--- src/shm_pkg.sv ---
// Package for the servo homing sequence block: object indexes, fields, states
`default_nettype none
package shm_pkg;
    // Object indexes reached over the documented object port
    localparam logic [15:0] SHM_IDX_EXT_SETUP     = 16'h3722;
    localparam logic [15:0] SHM_IDX_RET_SPD_LIMIT = 16'h3793;
    localparam logic [15:0] SHM_IDX_HOME_OFFSET   = 16'h607c;
    // Field positions
    localparam int SHM_BIT_RET_LIMIT_EN = 6;  // Homing return speed limit enable
    localparam int SHM_BIT_Z_OT_EN      = 7;  // Over-travel inhibit in index search
    localparam int SHM_BIT_START        = 4;  // Controlword start homing
    localparam int SHM_BIT_HOMING_ERR   = 13; // Statusword homing error
    localparam int SHM_BIT_ATTAINED     = 12; // Statusword homing attained
    // Reset values and speed bounds in r/min
    localparam logic [15:0] SHM_RST_EXT_SETUP  = 16'h0000;
    localparam logic [15:0] SHM_RST_RET_LIMIT  = 16'h0000;
    localparam logic [15:0] SHM_SPD_RANGE_MAX  = 16'h4e20; // 20000 r/min
    localparam logic [31:0] SHM_POS_ZERO       = 32'h0000_0000;
    // Latch-compensated input numbers for home, positive and negative limits
    localparam logic [2:0]  SHM_LATCH_HOME = 3'h5;
    localparam logic [2:0]  SHM_LATCH_POS  = 3'h6;
    localparam logic [2:0]  SHM_LATCH_NEG  = 3'h7;

    typedef enum logic [2:0] {
        SHM_IDLE   = 3'b000,
        SHM_SEARCH = 3'b001,
        SHM_INDEX  = 3'b010,
        SHM_RETURN = 3'b011,
        SHM_DONE   = 3'b100
    } shm_state_e;

    // Object write from the fieldbus host
    typedef struct packed {
        logic        wr;
        logic [15:0] index;
        logic [31:0] data;
    } shm_obj_s;

    // Switch and index inputs with their latch assignments
    typedef struct packed {
        logic       index_pulse;
        logic       home_edge;
        logic       pos_edge;
        logic       neg_edge;
        logic [2:0] home_pin;
        logic [2:0] pos_pin;
        logic [2:0] neg_pin;
    } shm_sw_s;
endpackage : shm_pkg
`default_nettype wire

--- src/shm_homing.sv ---
// Homing-mode control for a servo drive
//
// Summary of operation
// - On homing completion, positions preset to offset/zero.
// - Offset written mid-run applies at the next run's completion.
// - Edge-based home needs latch inputs five-seven.
// - Cancel after origin before return raises error.
// - Earlier success keeps homing treated as complete.
// - Inhibit during index search raises error two.
// - Return overshoot distance completes homing.
// - Limit enable bit caps return speed.
// - Disabled limit uses only motor maximum.
// - Return speed above level raises overspeed.
// - Above second level raises second overspeed.
// - Limit clamped between internal minimum and maximum.
// - Absolute homing stores origin to nonvolatile.
// - Index from encoder or scale per control.
// - Only rising start bit starts homing.
// - Homing error flag, including unsupported method.
`default_nettype none
module shm_homing
    import shm_pkg::*;
(
    input  wire logic                 clock,
    input  wire logic                 rstn,
    input  wire shm_pkg::shm_obj_s    obj,
    input  wire logic [15:0]          controlword,
    input  wire logic                 homing_control_mode,
    input  wire logic                 method_supported,
    input  wire logic                 edge_method,
    input  wire logic                 index_method,
    input  wire logic                 absolute_mode,
    input  wire logic                 full_closed,
    input  wire logic                 encoder_z,
    input  wire logic                 scale_z,
    input  wire shm_pkg::shm_sw_s     sw,
    input  wire logic                 positive_overtravel_input,
    input  wire logic                 negative_overtravel_input,
    input  wire logic                 overshoot_done,
    input  wire logic [15:0]          request_speed,
    input  wire logic [15:0]          actual_speed,
    input  wire logic [15:0]          min_speed,
    input  wire logic [15:0]          max_speed,
    input  wire logic [15:0]          overspeed_level,
    input  wire logic [15:0]          second_overspeed_level,
    output logic [15:0]               statusword_bits,
    output logic [31:0]               position_demand,
    output logic [31:0]               position_actual,
    output logic [31:0]               position_demand_internal,
    output logic [31:0]               position_actual_internal,
    output logic                      probe_stale,
    output logic                      origin_store,
    output logic                      returning,
    output logic [15:0]               speed_cmd,
    output logic                      position_init_error,
    output logic                      home_return_error_two,
    output logic                      overspeed_error,
    output logic                      second_overspeed_error,
    output logic [15:0]               ext_setup_rd,
    output logic [15:0]               ret_limit_rd
);
    import shm_pkg::*;

    // ------------------------------------------------------------------
    // Object registers
    // ------------------------------------------------------------------
    shm_state_e  state_q;
    logic [15:0] ext_setup_q;
    logic [15:0] ret_limit_q;
    logic [31:0] home_offset_q;
    logic [31:0] run_offset_q;
    logic        start_q;
    logic        attained_q;
    logic        ever_done_q;
    logic        herr_q;
    logic        os_flag;
    logic        os2_flag;

    logic start_rise;
    logic index_seen;
    logic cancel;
    logic assign_ok;
    logic inhibit;

    // Host writes to the objects
    always_ff @(posedge clock or negedge rstn) begin
        if (!rstn) begin
            ext_setup_q   <= SHM_RST_EXT_SETUP;
            ret_limit_q   <= SHM_RST_RET_LIMIT;
            home_offset_q <= SHM_POS_ZERO;
        end else if (obj.wr) begin
            if (obj.index == SHM_IDX_EXT_SETUP) begin
                ext_setup_q <= obj.data[15:0];
            end
            if (obj.index == SHM_IDX_RET_SPD_LIMIT && obj.data[15:0] <= SHM_SPD_RANGE_MAX) begin
                ret_limit_q <= obj.data[15:0];
            end
            if (obj.index == SHM_IDX_HOME_OFFSET) begin
                home_offset_q <= obj.data;
            end
        end
    end

    assign ext_setup_rd = ext_setup_q;
    assign ret_limit_rd = ret_limit_q;

    // ------------------------------------------------------------------
    // Sequence decode
    // ------------------------------------------------------------------
    assign start_rise = controlword[SHM_BIT_START] && !start_q;
    assign index_seen = full_closed ? scale_z : encoder_z;
    assign assign_ok  = !edge_method || ((sw.home_pin == SHM_LATCH_HOME)
                        && (sw.pos_pin == SHM_LATCH_POS)
                        && (sw.neg_pin == SHM_LATCH_NEG));
    assign inhibit    = positive_overtravel_input || negative_overtravel_input;
    assign cancel     = !controlword[SHM_BIT_START] || !homing_control_mode;

    // Start bit history
    always_ff @(posedge clock or negedge rstn) begin
        if (!rstn) begin
            start_q <= 1'b0;
        end else begin
            start_q <= controlword[SHM_BIT_START];
        end
    end

    // Homing state machine
    always_ff @(posedge clock or negedge rstn) begin
        if (!rstn) begin
            state_q <= SHM_IDLE;
        end else begin
            case (state_q)
                SHM_IDLE: begin
                    if (homing_control_mode && start_rise && method_supported && assign_ok) begin
                        state_q <= index_method ? SHM_INDEX : SHM_SEARCH;
                    end
                end
                SHM_SEARCH: begin
                    if (cancel) begin
                        state_q <= SHM_IDLE;
                    end else if (sw.home_edge || sw.pos_edge || sw.neg_edge) begin
                        state_q <= SHM_RETURN;
                    end
                end
                SHM_INDEX: begin
                    if (cancel || (ext_setup_q[SHM_BIT_Z_OT_EN] && inhibit)) begin
                        state_q <= SHM_IDLE;
                    end else if (index_seen) begin
                        state_q <= SHM_RETURN;
                    end
                end
                SHM_RETURN: begin
                    if (cancel) begin
                        state_q <= SHM_IDLE;
                    end else if (overshoot_done) begin
                        state_q <= SHM_DONE;
                    end
                end
                SHM_DONE: begin
                    state_q <= SHM_IDLE;
                end
                default: begin
                    state_q <= SHM_IDLE;
                end
            endcase
        end
    end

    // Offset snapshot taken at start; later writes wait for next run
    always_ff @(posedge clock or negedge rstn) begin
        if (!rstn) begin
            run_offset_q <= SHM_POS_ZERO;
        end else if (state_q == SHM_IDLE) begin
            run_offset_q <= home_offset_q;
        end
    end

    // ------------------------------------------------------------------
    // Position preset at homing completion
    // ------------------------------------------------------------------
    always_ff @(posedge clock or negedge rstn) begin
        if (!rstn) begin
            position_demand          <= SHM_POS_ZERO;
            position_actual          <= SHM_POS_ZERO;
            position_demand_internal <= SHM_POS_ZERO;
            position_actual_internal <= SHM_POS_ZERO;
            probe_stale              <= 1'b0;
            origin_store             <= 1'b0;
        end else begin
            origin_store <= 1'b0;
            if (state_q == SHM_RETURN && !cancel && overshoot_done) begin
                position_demand          <= run_offset_q;
                position_actual          <= run_offset_q;
                position_demand_internal <= SHM_POS_ZERO;
                position_actual_internal <= SHM_POS_ZERO;
                probe_stale              <= 1'b1;
                origin_store             <= absolute_mode;
            end else if (start_rise) begin
                probe_stale <= 1'b0;
            end
        end
    end

    // Completion memory and attained status
    always_ff @(posedge clock or negedge rstn) begin
        if (!rstn) begin
            ever_done_q <= 1'b0;
            attained_q  <= 1'b0;
        end else begin
            if (state_q == SHM_DONE) begin
                ever_done_q <= 1'b1;
                attained_q  <= 1'b1;
            end else if (state_q == SHM_IDLE) begin
                attained_q  <= ever_done_q;
            end else begin
                attained_q  <= 1'b0;
            end
        end
    end

    // Homing error updated at each start; protection errors sticky until reset
    always_ff @(posedge clock or negedge rstn) begin
        if (!rstn) begin
            herr_q                <= 1'b0;
            position_init_error   <= 1'b0;
            home_return_error_two <= 1'b0;
            overspeed_error       <= 1'b0;
            second_overspeed_error <= 1'b0;
        end else begin
            if (homing_control_mode && start_rise) begin
                herr_q <= !method_supported || !assign_ok;
            end
            if (state_q == SHM_RETURN && cancel) begin
                position_init_error <= 1'b1;
            end
            if (state_q == SHM_INDEX && ext_setup_q[SHM_BIT_Z_OT_EN] && inhibit) begin
                home_return_error_two <= 1'b1;
            end
            if (os_flag) begin
                overspeed_error <= 1'b1;
            end
            if (os2_flag) begin
                second_overspeed_error <= 1'b1;
            end
        end
    end

    assign returning = (state_q == SHM_RETURN);

    // Status bits: attained and error
    always_comb begin
        statusword_bits = 16'h0000;
        statusword_bits[SHM_BIT_ATTAINED]   = attained_q;
        statusword_bits[SHM_BIT_HOMING_ERR] = herr_q;
    end

    // ------------------------------------------------------------------
    // Return speed limiting
    // ------------------------------------------------------------------
    shm_speed_clamp u_clamp (
        .clock                  (clock),
        .rstn                   (rstn),
        .limit_en               (ext_setup_q[SHM_BIT_RET_LIMIT_EN]),
        .limit_value            (ret_limit_q),
        .min_speed              (min_speed),
        .max_speed              (max_speed),
        .request_speed          (request_speed),
        .actual_speed           (actual_speed),
        .overspeed_level        (overspeed_level),
        .second_overspeed_level (second_overspeed_level),
        .active                 (returning),
        .speed_cmd              (speed_cmd),
        .overspeed              (os_flag),
        .second_overspeed       (os2_flag)
    );
endmodule : shm_homing
`default_nettype wire

--- src/shm_speed_clamp.sv ---
// Homing return speed clamp and over-speed detection
`default_nettype none
module shm_speed_clamp (
    input  wire logic        clock,
    input  wire logic        rstn,
    input  wire logic        limit_en,
    input  wire logic [15:0] limit_value,
    input  wire logic [15:0] min_speed,
    input  wire logic [15:0] max_speed,
    input  wire logic [15:0] request_speed,
    input  wire logic [15:0] actual_speed,
    input  wire logic [15:0] overspeed_level,
    input  wire logic [15:0] second_overspeed_level,
    input  wire logic        active,
    output logic      [15:0] speed_cmd,
    output logic             overspeed,
    output logic             second_overspeed
);
    logic [15:0] lim_eff;
    logic [15:0] cap;
    logic [15:0] cmd_d;

    // Bound the set limit into the internal minimum and motor maximum
    always_comb begin
        lim_eff = limit_value;
        if (lim_eff < min_speed) begin
            lim_eff = min_speed;
        end else if (lim_eff > max_speed) begin
            lim_eff = max_speed;
        end
        cap   = limit_en ? lim_eff : max_speed;
        cmd_d = (request_speed > cap) ? cap : request_speed;
    end

    // Registered command and over-speed flags
    always_ff @(posedge clock or negedge rstn) begin
        if (!rstn) begin
            speed_cmd        <= 16'h0000;
            overspeed        <= 1'b0;
            second_overspeed <= 1'b0;
        end else begin
            speed_cmd        <= active ? cmd_d : 16'h0000;
            overspeed        <= active && (actual_speed > overspeed_level);
            second_overspeed <= active && (actual_speed > second_overspeed_level);
        end
    end
endmodule : shm_speed_clamp
`default_nettype wire
--- config.mk ---
export PLATFORM = sky130hd
export DESIGN_NAME = shm_homing
export DESIGN_NICKNAME = d
export VERILOG_FILES = /design/src/shm_pkg.sv /design/src/shm_homing.sv /design/src/shm_speed_clamp.sv
export SDC_FILE = /design/constraint.sdc
export NUM_CORES = 1
export LEC_CHECK = 0
export BUFFER_PORTS_ARGS = -buffer_cell sky130_fd_sc_hd__buf_2
export CAP_MARGIN = 20
export CORE_ASPECT_RATIO = 1.4
export CORE_UTILIZATION = 40
export CTS_CLUSTER_SIZE = 28
export DETAILED_ROUTE_END_ITERATION = 8
export PLACE_DENSITY = 0.78
export SLEW_MARGIN = 30
export SYNTH_ARGS = -nofsm -noshare
export SYNTH_HDL_FRONTEND = slang
export SYNTH_SLANG_ARGS = --single-unit
--- constraint.sdc ---
create_clock -name clock -period 4.6 [get_ports clock]
set_input_delay 0.46 -clock clock [delete_from_list [all_inputs] [get_ports clock]]
set_output_delay 0.46 -clock clock [all_outputs]
set_load 0.02 [all_outputs]
==> results of run 1 <==
==> sequential cells by signal, indices dropped and copies added, names as in the netlist, 3 cells and up <==
| signal | flops |
|---|---|
| state_q | 3 |
| ext_setup_rd | 16 |
| u_clamp.speed_cmd | 16 |
| ret_limit_rd | 16 |
| position_actual | 32 |
| home_offset_q | 32 |
| run_offset_q | 32 |
==> worst max-delay path by stage <==
| stage | depth (start not counted) | from | slack (ps) | to |
|---|---|---|---|---|
| global placement | 18 | max_speed[1] | 20 | u_clamp.speed_cmd[0] |
| finish | 17 | ret_limit_rd[1] | 390 | u_clamp.speed_cmd[15] |
| CTS | 16 | ret_limit_rd[1] | 300 | u_clamp.speed_cmd[0] |
| floorplan | 18 | min_speed[7] | 670 | u_clamp.speed_cmd[14] |
| detailed placement | 18 | max_speed[1] | 240 | u_clamp.speed_cmd[0] |
| global route | 17 | ret_limit_rd[1] | 80 | u_clamp.speed_cmd[15] |
==> layer usage <==
layer  vias up  track usage [%]
met4         0             9.52
met2       272             33.6
li1       3243                -
met1      3300             22.6
met3        38             4.98
met5         -                0
==> layout make-up <==
type / instances / area share [%]
repair buffers: 308 / 14.4
flip-flops and latches: 159 / 35.6
inverters: 67 / 2.25
clock buffers: 18 / 3.84
multi-input cells: 530 / 39.1
well taps: 301 / 3.37
diodes: 2 / 0.0447
clock inverters: 12 / 1.48
==> cells in the mapped netlist (4+ instances only) <==
cell       instances  area [um^2]
mux2_1            10          113
nand3b_1           4         30.0
o221ai_1          15          131
nand2_1           19         71.3
buf_4            113          848
o211ai_1           4         30.0
nor2b_1            4         25.0
o21ai_0           12         60.1
mux2_4             9          135
o21a_1             8         60.1
buf_2              7         35.0
nor3_1             6         30.0
nor4_1             4         25.0
a21o_1            16          120
ha_1              79          988
mux2_2           106         1190
inv_1             67          251
nand3_1           21          105
nand2b_1          16          100
nand4b_1           4         35.0
nand4_1           17          106
nor2_1            13         48.8
clkbuf_1          15         56.3
a21oi_1           29          145
dfrtp_1          159         3980
o2bb2ai_1         16          140
==> stage by stage <==
step	instances	worst slack, ps
5_1_grt	1397	79.0
2_1_floorplan	893	674
3_3_place_gp	1364	16.4
6_report	1397	391
4_1_cts	1395	305
3_5_place_dp	1365	242
==> kinds of logic (layout without fill, tap and decap cells) <==
kind of cell               after synthesis  after routing  share of synthesized area (%)
muxes                                  126            126                           15.7
other                                    1             80                         0.0406
and+or+nand+nor                        127            127                           8.14
DFF                                    159            159                           43.1
adders and majority gates               79             79                           10.7
buffers and inverters                  204            405                           13.1
AOI/OAI and AO/OA                      120            120                           9.22
==> critical path, stage by stage (launching register included) <==
cell and delay, ps:
dfrtp_1 490, ha_1 340, nor2b_1 140, o211ai_1 100
a2111oi_0 460, nor4_1 110, o31a_1 320, buf_4 180
o221a_2 300, ha_1 180, nor2b_1 110, o211ai_1 90
a2111oi_0 460, a211oi_1 120, a21oi_2 260, nand2_1 110
buf_4 180, o2bb2ai_1 180
==> power by group through the flow <==
| stage | clock network, mW | logic [mW] | registers (mW) |
|---|---|---|---|
| 2_1_floorplan | 0 | 0.424 | 1.54 |
| 3_3_place_gp | 0 | 0.641 | 1.51 |
| 3_5_place_dp | 0 | 0.650 | 1.51 |
| 4_1_cts | 1.46 | 0.652 | 1.49 |
| 5_1_grt | 1.52 | 0.717 | 1.49 |
| 6_report | 1.43 | 0.647 | 1.49 |
==> impl_metrics.toml, run 1 <==
[run_status]
status = "completed"

[setup_path]
ff2ff_path_depth = 17
critPathMaxFanout = 9
criticalPathCategory = "reg -> reg"
regToRegStartpoint = "ret_limit_rd[1]"
r2r-end = "u_clamp.speed_cmd[15]"
cp.arrival_ps = 4560
reg2reg_slack_ps = 390
required_ps = 4950
end_kind = "register"
startpoint_type = "register"

[drt]
routed_wl_mm = 22.5
firstDrtPassIters = 4
final_antenna_net_count = 0
drt-met1-wl_mm = 8.85
drt_iter0_drc = 275
num_vias = 6853
highest_layer = "met4"
drt-vias-per-instance = 4.91
wl_met3_mm = 1.30
wire_per_inst_um = 16.1
drcViolationCount = 0
dr_wl_met2_mm = 11.7

[grt]
grt_pass1_wl_mm = 35.1
first_global_vias = 6660
grt_max_degree = 92
gr-usage-all-layers_pct = 19.7
grt_overflow = 0
antenna_found_initial = 2

[pwr]
swShare_pct = 28.3
p_per_area_nw_per_um2 = 318
power_frac_seq_pct = 41.8
peakVddDrop_mv = 0.243
p_int_mw = 2.55
p_comb_share_pct = 18.2
finalPower_mw = 3.56
leakagePower_nw = 6.37
p_clk_share_pct = 40.1
net-switching-power_mw = 1.01

[clocking]
cts_root_buffer = "clkbuf_16"
ctsHoldBuffers = 0
ctsResizeCount = 0
clockBufferDepth = 2
postCtsSetupBuffers = 0
numCtsBuffers = 17
cts_tree = "done"
clock_latency_ps = 440
clock_sinks = 159
cts.clk_slew.worst_paths_ps = 60
htreeDepth = 4

[hold_path]
min_path_type = "in -> async"

[logic_synthesis]
yosysWarnings = 0
ys_ff_latch = 159
synth_cells = 816
synth_ff_type = "dfrtp_1"
syn_area_um2 = 9240
syn_area_per_cell_um2 = 11.3
yosysUniqueCellTypes = 55
synth-edff-count = 0
ys_seq_area_share_pct = 43.1
async_flop_share_pct = 100

[die]
start_util_pct = 40.9
die_h_um = 182
core-area_um2 = 22600
io_pins = 386
num_rows = 65
die_area_um2 = 23700
die_w_um = 130

[timing]
whs_ps = 82.3
post-route-period-util_pct = 91.5
maxSlewViolCount = 0
rsz0062_at_grt = "no"
tightestPinTransition_ps = 880
finalCriticalPeriod_ps = 4210
hold_viol = 0
relSlewSlack_pct = 41.4
finalSetupViolCount = 0
tns_ps = 0
finClkSkew_ps = 6.32
fmaxAchievable_mhz = 238

[cells_and_area]
stdcell_area_um2 = 11200
nets = 1349
drive_gt1_share_pct = 42.5
final_util_pct = 49.5
final_cell_mix = "buf_2 (290), dfrtp_1 (159), mux2_2 (106), ha_1 (79), conb_1 (78)"
fillers = 2040
multi_input_area_um2 = 4370
layout.cells.most_common = "buf_2"
syn_to_final_growth_pct = 21.1
layout.area.seq_um2 = 3980

[job]
drv_cap = 0

[place]
portBuffers = 291
dpl_cell_area_um2 = 10600
hpwl_mm = 18.2
place_congestion = 0.883
Power figures use the tool's default switching activity.
==> run 2: changes to the inputs <==
--- a/config.mk
+++ b/config.mk
@@ -11,6 +11,7 @@
 export CORE_UTILIZATION = 40
 export CTS_CLUSTER_SIZE = 28
 export DETAILED_ROUTE_END_ITERATION = 8
+export GPL_TIMING_DRIVEN = 0
 export PLACE_DENSITY = 0.78
 export SLEW_MARGIN = 30
 export SYNTH_ARGS = -nofsm -noshare
==> impl_metrics.toml, run 2 (synthesis gave the netlist of run 1 again) <==
[timing]
tns_ps = 0
relSlewSlack_pct = 52.8
finalSetupViolCount = 0
hold_viol = 0
tightestPinTransition_ps = 708
whs_ps = 3.27
finClkSkew_ps = 7.53
finalCriticalPeriod_ps = 4340
setup_ws_ps = 262
maxSlewViolCount = 0
fmaxAchievable_mhz = 231
post-route-period-util_pct = 94.3

[pwr]
swShare_pct = 27.3
p_clk_share_pct = 40.1
p_int_mw = 2.67
leakagePower_nw = 6.99
power_frac_seq_pct = 40.0
net-switching-power_mw = 1.00
finalPower_mw = 3.67
p_per_area_nw_per_um2 = 305
p_comb_share_pct = 19.9
peakVddDrop_mv = 0.218

[drt]
wire_per_inst_um = 15.7
drt-vias-per-instance = 4.82
firstDrtPassIters = 4
drt_iter0_drc = 262
routed_wl_mm = 23.8
drcViolationCount = 0
num_vias = 7331
final_antenna_net_count = 0

[place]
portBuffers = 291
placed_cells = 1486
hpwl_mm = 19.4
place_congestion = 0.919
dpl_cell_area_um2 = 11400
pre_cts_ws_ps = -240

[setup_path]
startpoint_type = "register"
crit_chain = "ha_1 -> o21ai_0 -> o21ai_0 -> nand4b_1 -> o211a_1 -> buf_2 -> o31a_1 -> buf_4 -> o221ai_1 -> ha_1 -> nor2b_1 -> o211ai_1 -> a2111oi_2 -> a211oi_1 -> a21oi_2 -> nor2_2 -> clkbuf_2 -> o2bb2ai_1"
end_kind = "register"
critPathTopFamily = "compound AO/OA/AOI/OAI gates"
critPathMaxFanout = 10
required_ps = 4940
cp.arrival_ps = 4680
criticalPathCategory = "reg -> reg"
cp.depth = 18
critical_path.slowest_cell = "dfrtp_1"
path_buf_inv = 3
ff2ff_path_depth = 18
max_stage_delay_ps = 490

[cells_and_area]
drive_gt1_share_pct = 47.2
finalNonFillerCells = 1520
final_util_pct = 53.3
syn_to_final_growth_pct = 30.5
reg.largest.list = "home_offset_q: 32 flops, position_actual: 32 flops, run_offset_q: 32 flops"
stdcell_area_um2 = 12100
layout.cells.most_common = "buf_2"
nets = 1472
final_cell_mix = "buf_2 (297), dfrtp_1 (159), buf_4 (116), mux2_2 (106), ha_1 (79)"

[die]
num_rows = 65
die_area_um2 = 23700
start_util_pct = 40.9
die_w_um = 130
core-area_um2 = 22600
die_h_um = 182
io_pins = 386

[clocking]
cts.clk_slew.worst_paths_ps = 60
clock_sinks = 159
htreeDepth = 4
numCtsBuffers = 17
clockBufferDepth = 2
cts_root_buffer = "clkbuf_16"
ctsHoldBuffers = 0
cts_tree = "done"
clock_latency_ps = 420

[grt]
first_global_vias = 7047
antenna_found_initial = 1
grt_max_degree = 84
grt_pass1_wl_mm = 36.3
gr-usage-all-layers_pct = 20.4
grt_overflow = 0

[job]
drv_cap = 0

[hold_path]
min_path_type = "in -> async"

[run_status]
status = "completed"
==> run 2: cell types whose count changed in the layout (fill, tap and decap cells not counted), sizes merged <==
cell / before / now
clkinv: 5 / 4
clkinvlp: 3 / 2
bufinv: 3 / 4
diode: 2 / 1
buf: 308 / 417
inv: 68 / 67
clkbuf: 18 / 35
==> run 2: worst paths after layout <==
path                                     startpoint                     end  slack, ps
min reg2reg                u_clamp.second_overspeed  second_overspeed_error        430
max                                 ret_limit_rd[2]    u_clamp.speed_cmd[9]        260
min                                            rstn       home_offset_q[11]          3
min in group clock                   controlword[4]                 start_q        190
max in group asynchronous                      rstn             ever_done_q       3740
max reg2reg                         ret_limit_rd[2]    u_clamp.speed_cmd[9]        260
==> run 2: layout make-up <==
type / count / area, um^2
Inverter: 67 / 251
Buffer: 137 / 967
Clock buffer: 21 / 450
Multi-Input combinational cell: 530 / 4360
Tap cell: 301 / 377
Timing Repair Buffer: 294 / 1510
Sequential cell: 159 / 3980
Fill cell: 2022 / 10600
Antenna cell: 1 / 2.50
Clock inverter: 10 / 163
==> run 2: timing repair <==
action,4_1_cts,5_1_grt
resized for setup,2,9
endpoints found under the setup margin,10,16
pin swaps,0,1
setup buffers,0,2
==> run 2: power by group through the flow <==
stage | combinational (mW) | clock [mW] | sequential (mW)
finish | 0.732 | 1.47 | 1.47
global placement | 0.720 | 0 | 1.49
floorplan | 0.424 | 0 | 1.54
CTS | 0.736 | 1.51 | 1.47
global route | 0.814 | 1.57 | 1.47
detailed placement | 0.734 | 0 | 1.50
==> run 2: per-layer routing <==
metal  vias to the layer above  GRT usage, %  share of wire, %
met1                      3507          23.4                39
met2                       292          36.1                52
met4                         0          9.47               3.2
met3                        45          3.65               6.1
met5                         -             0                 0
li1                       3487             -                 -
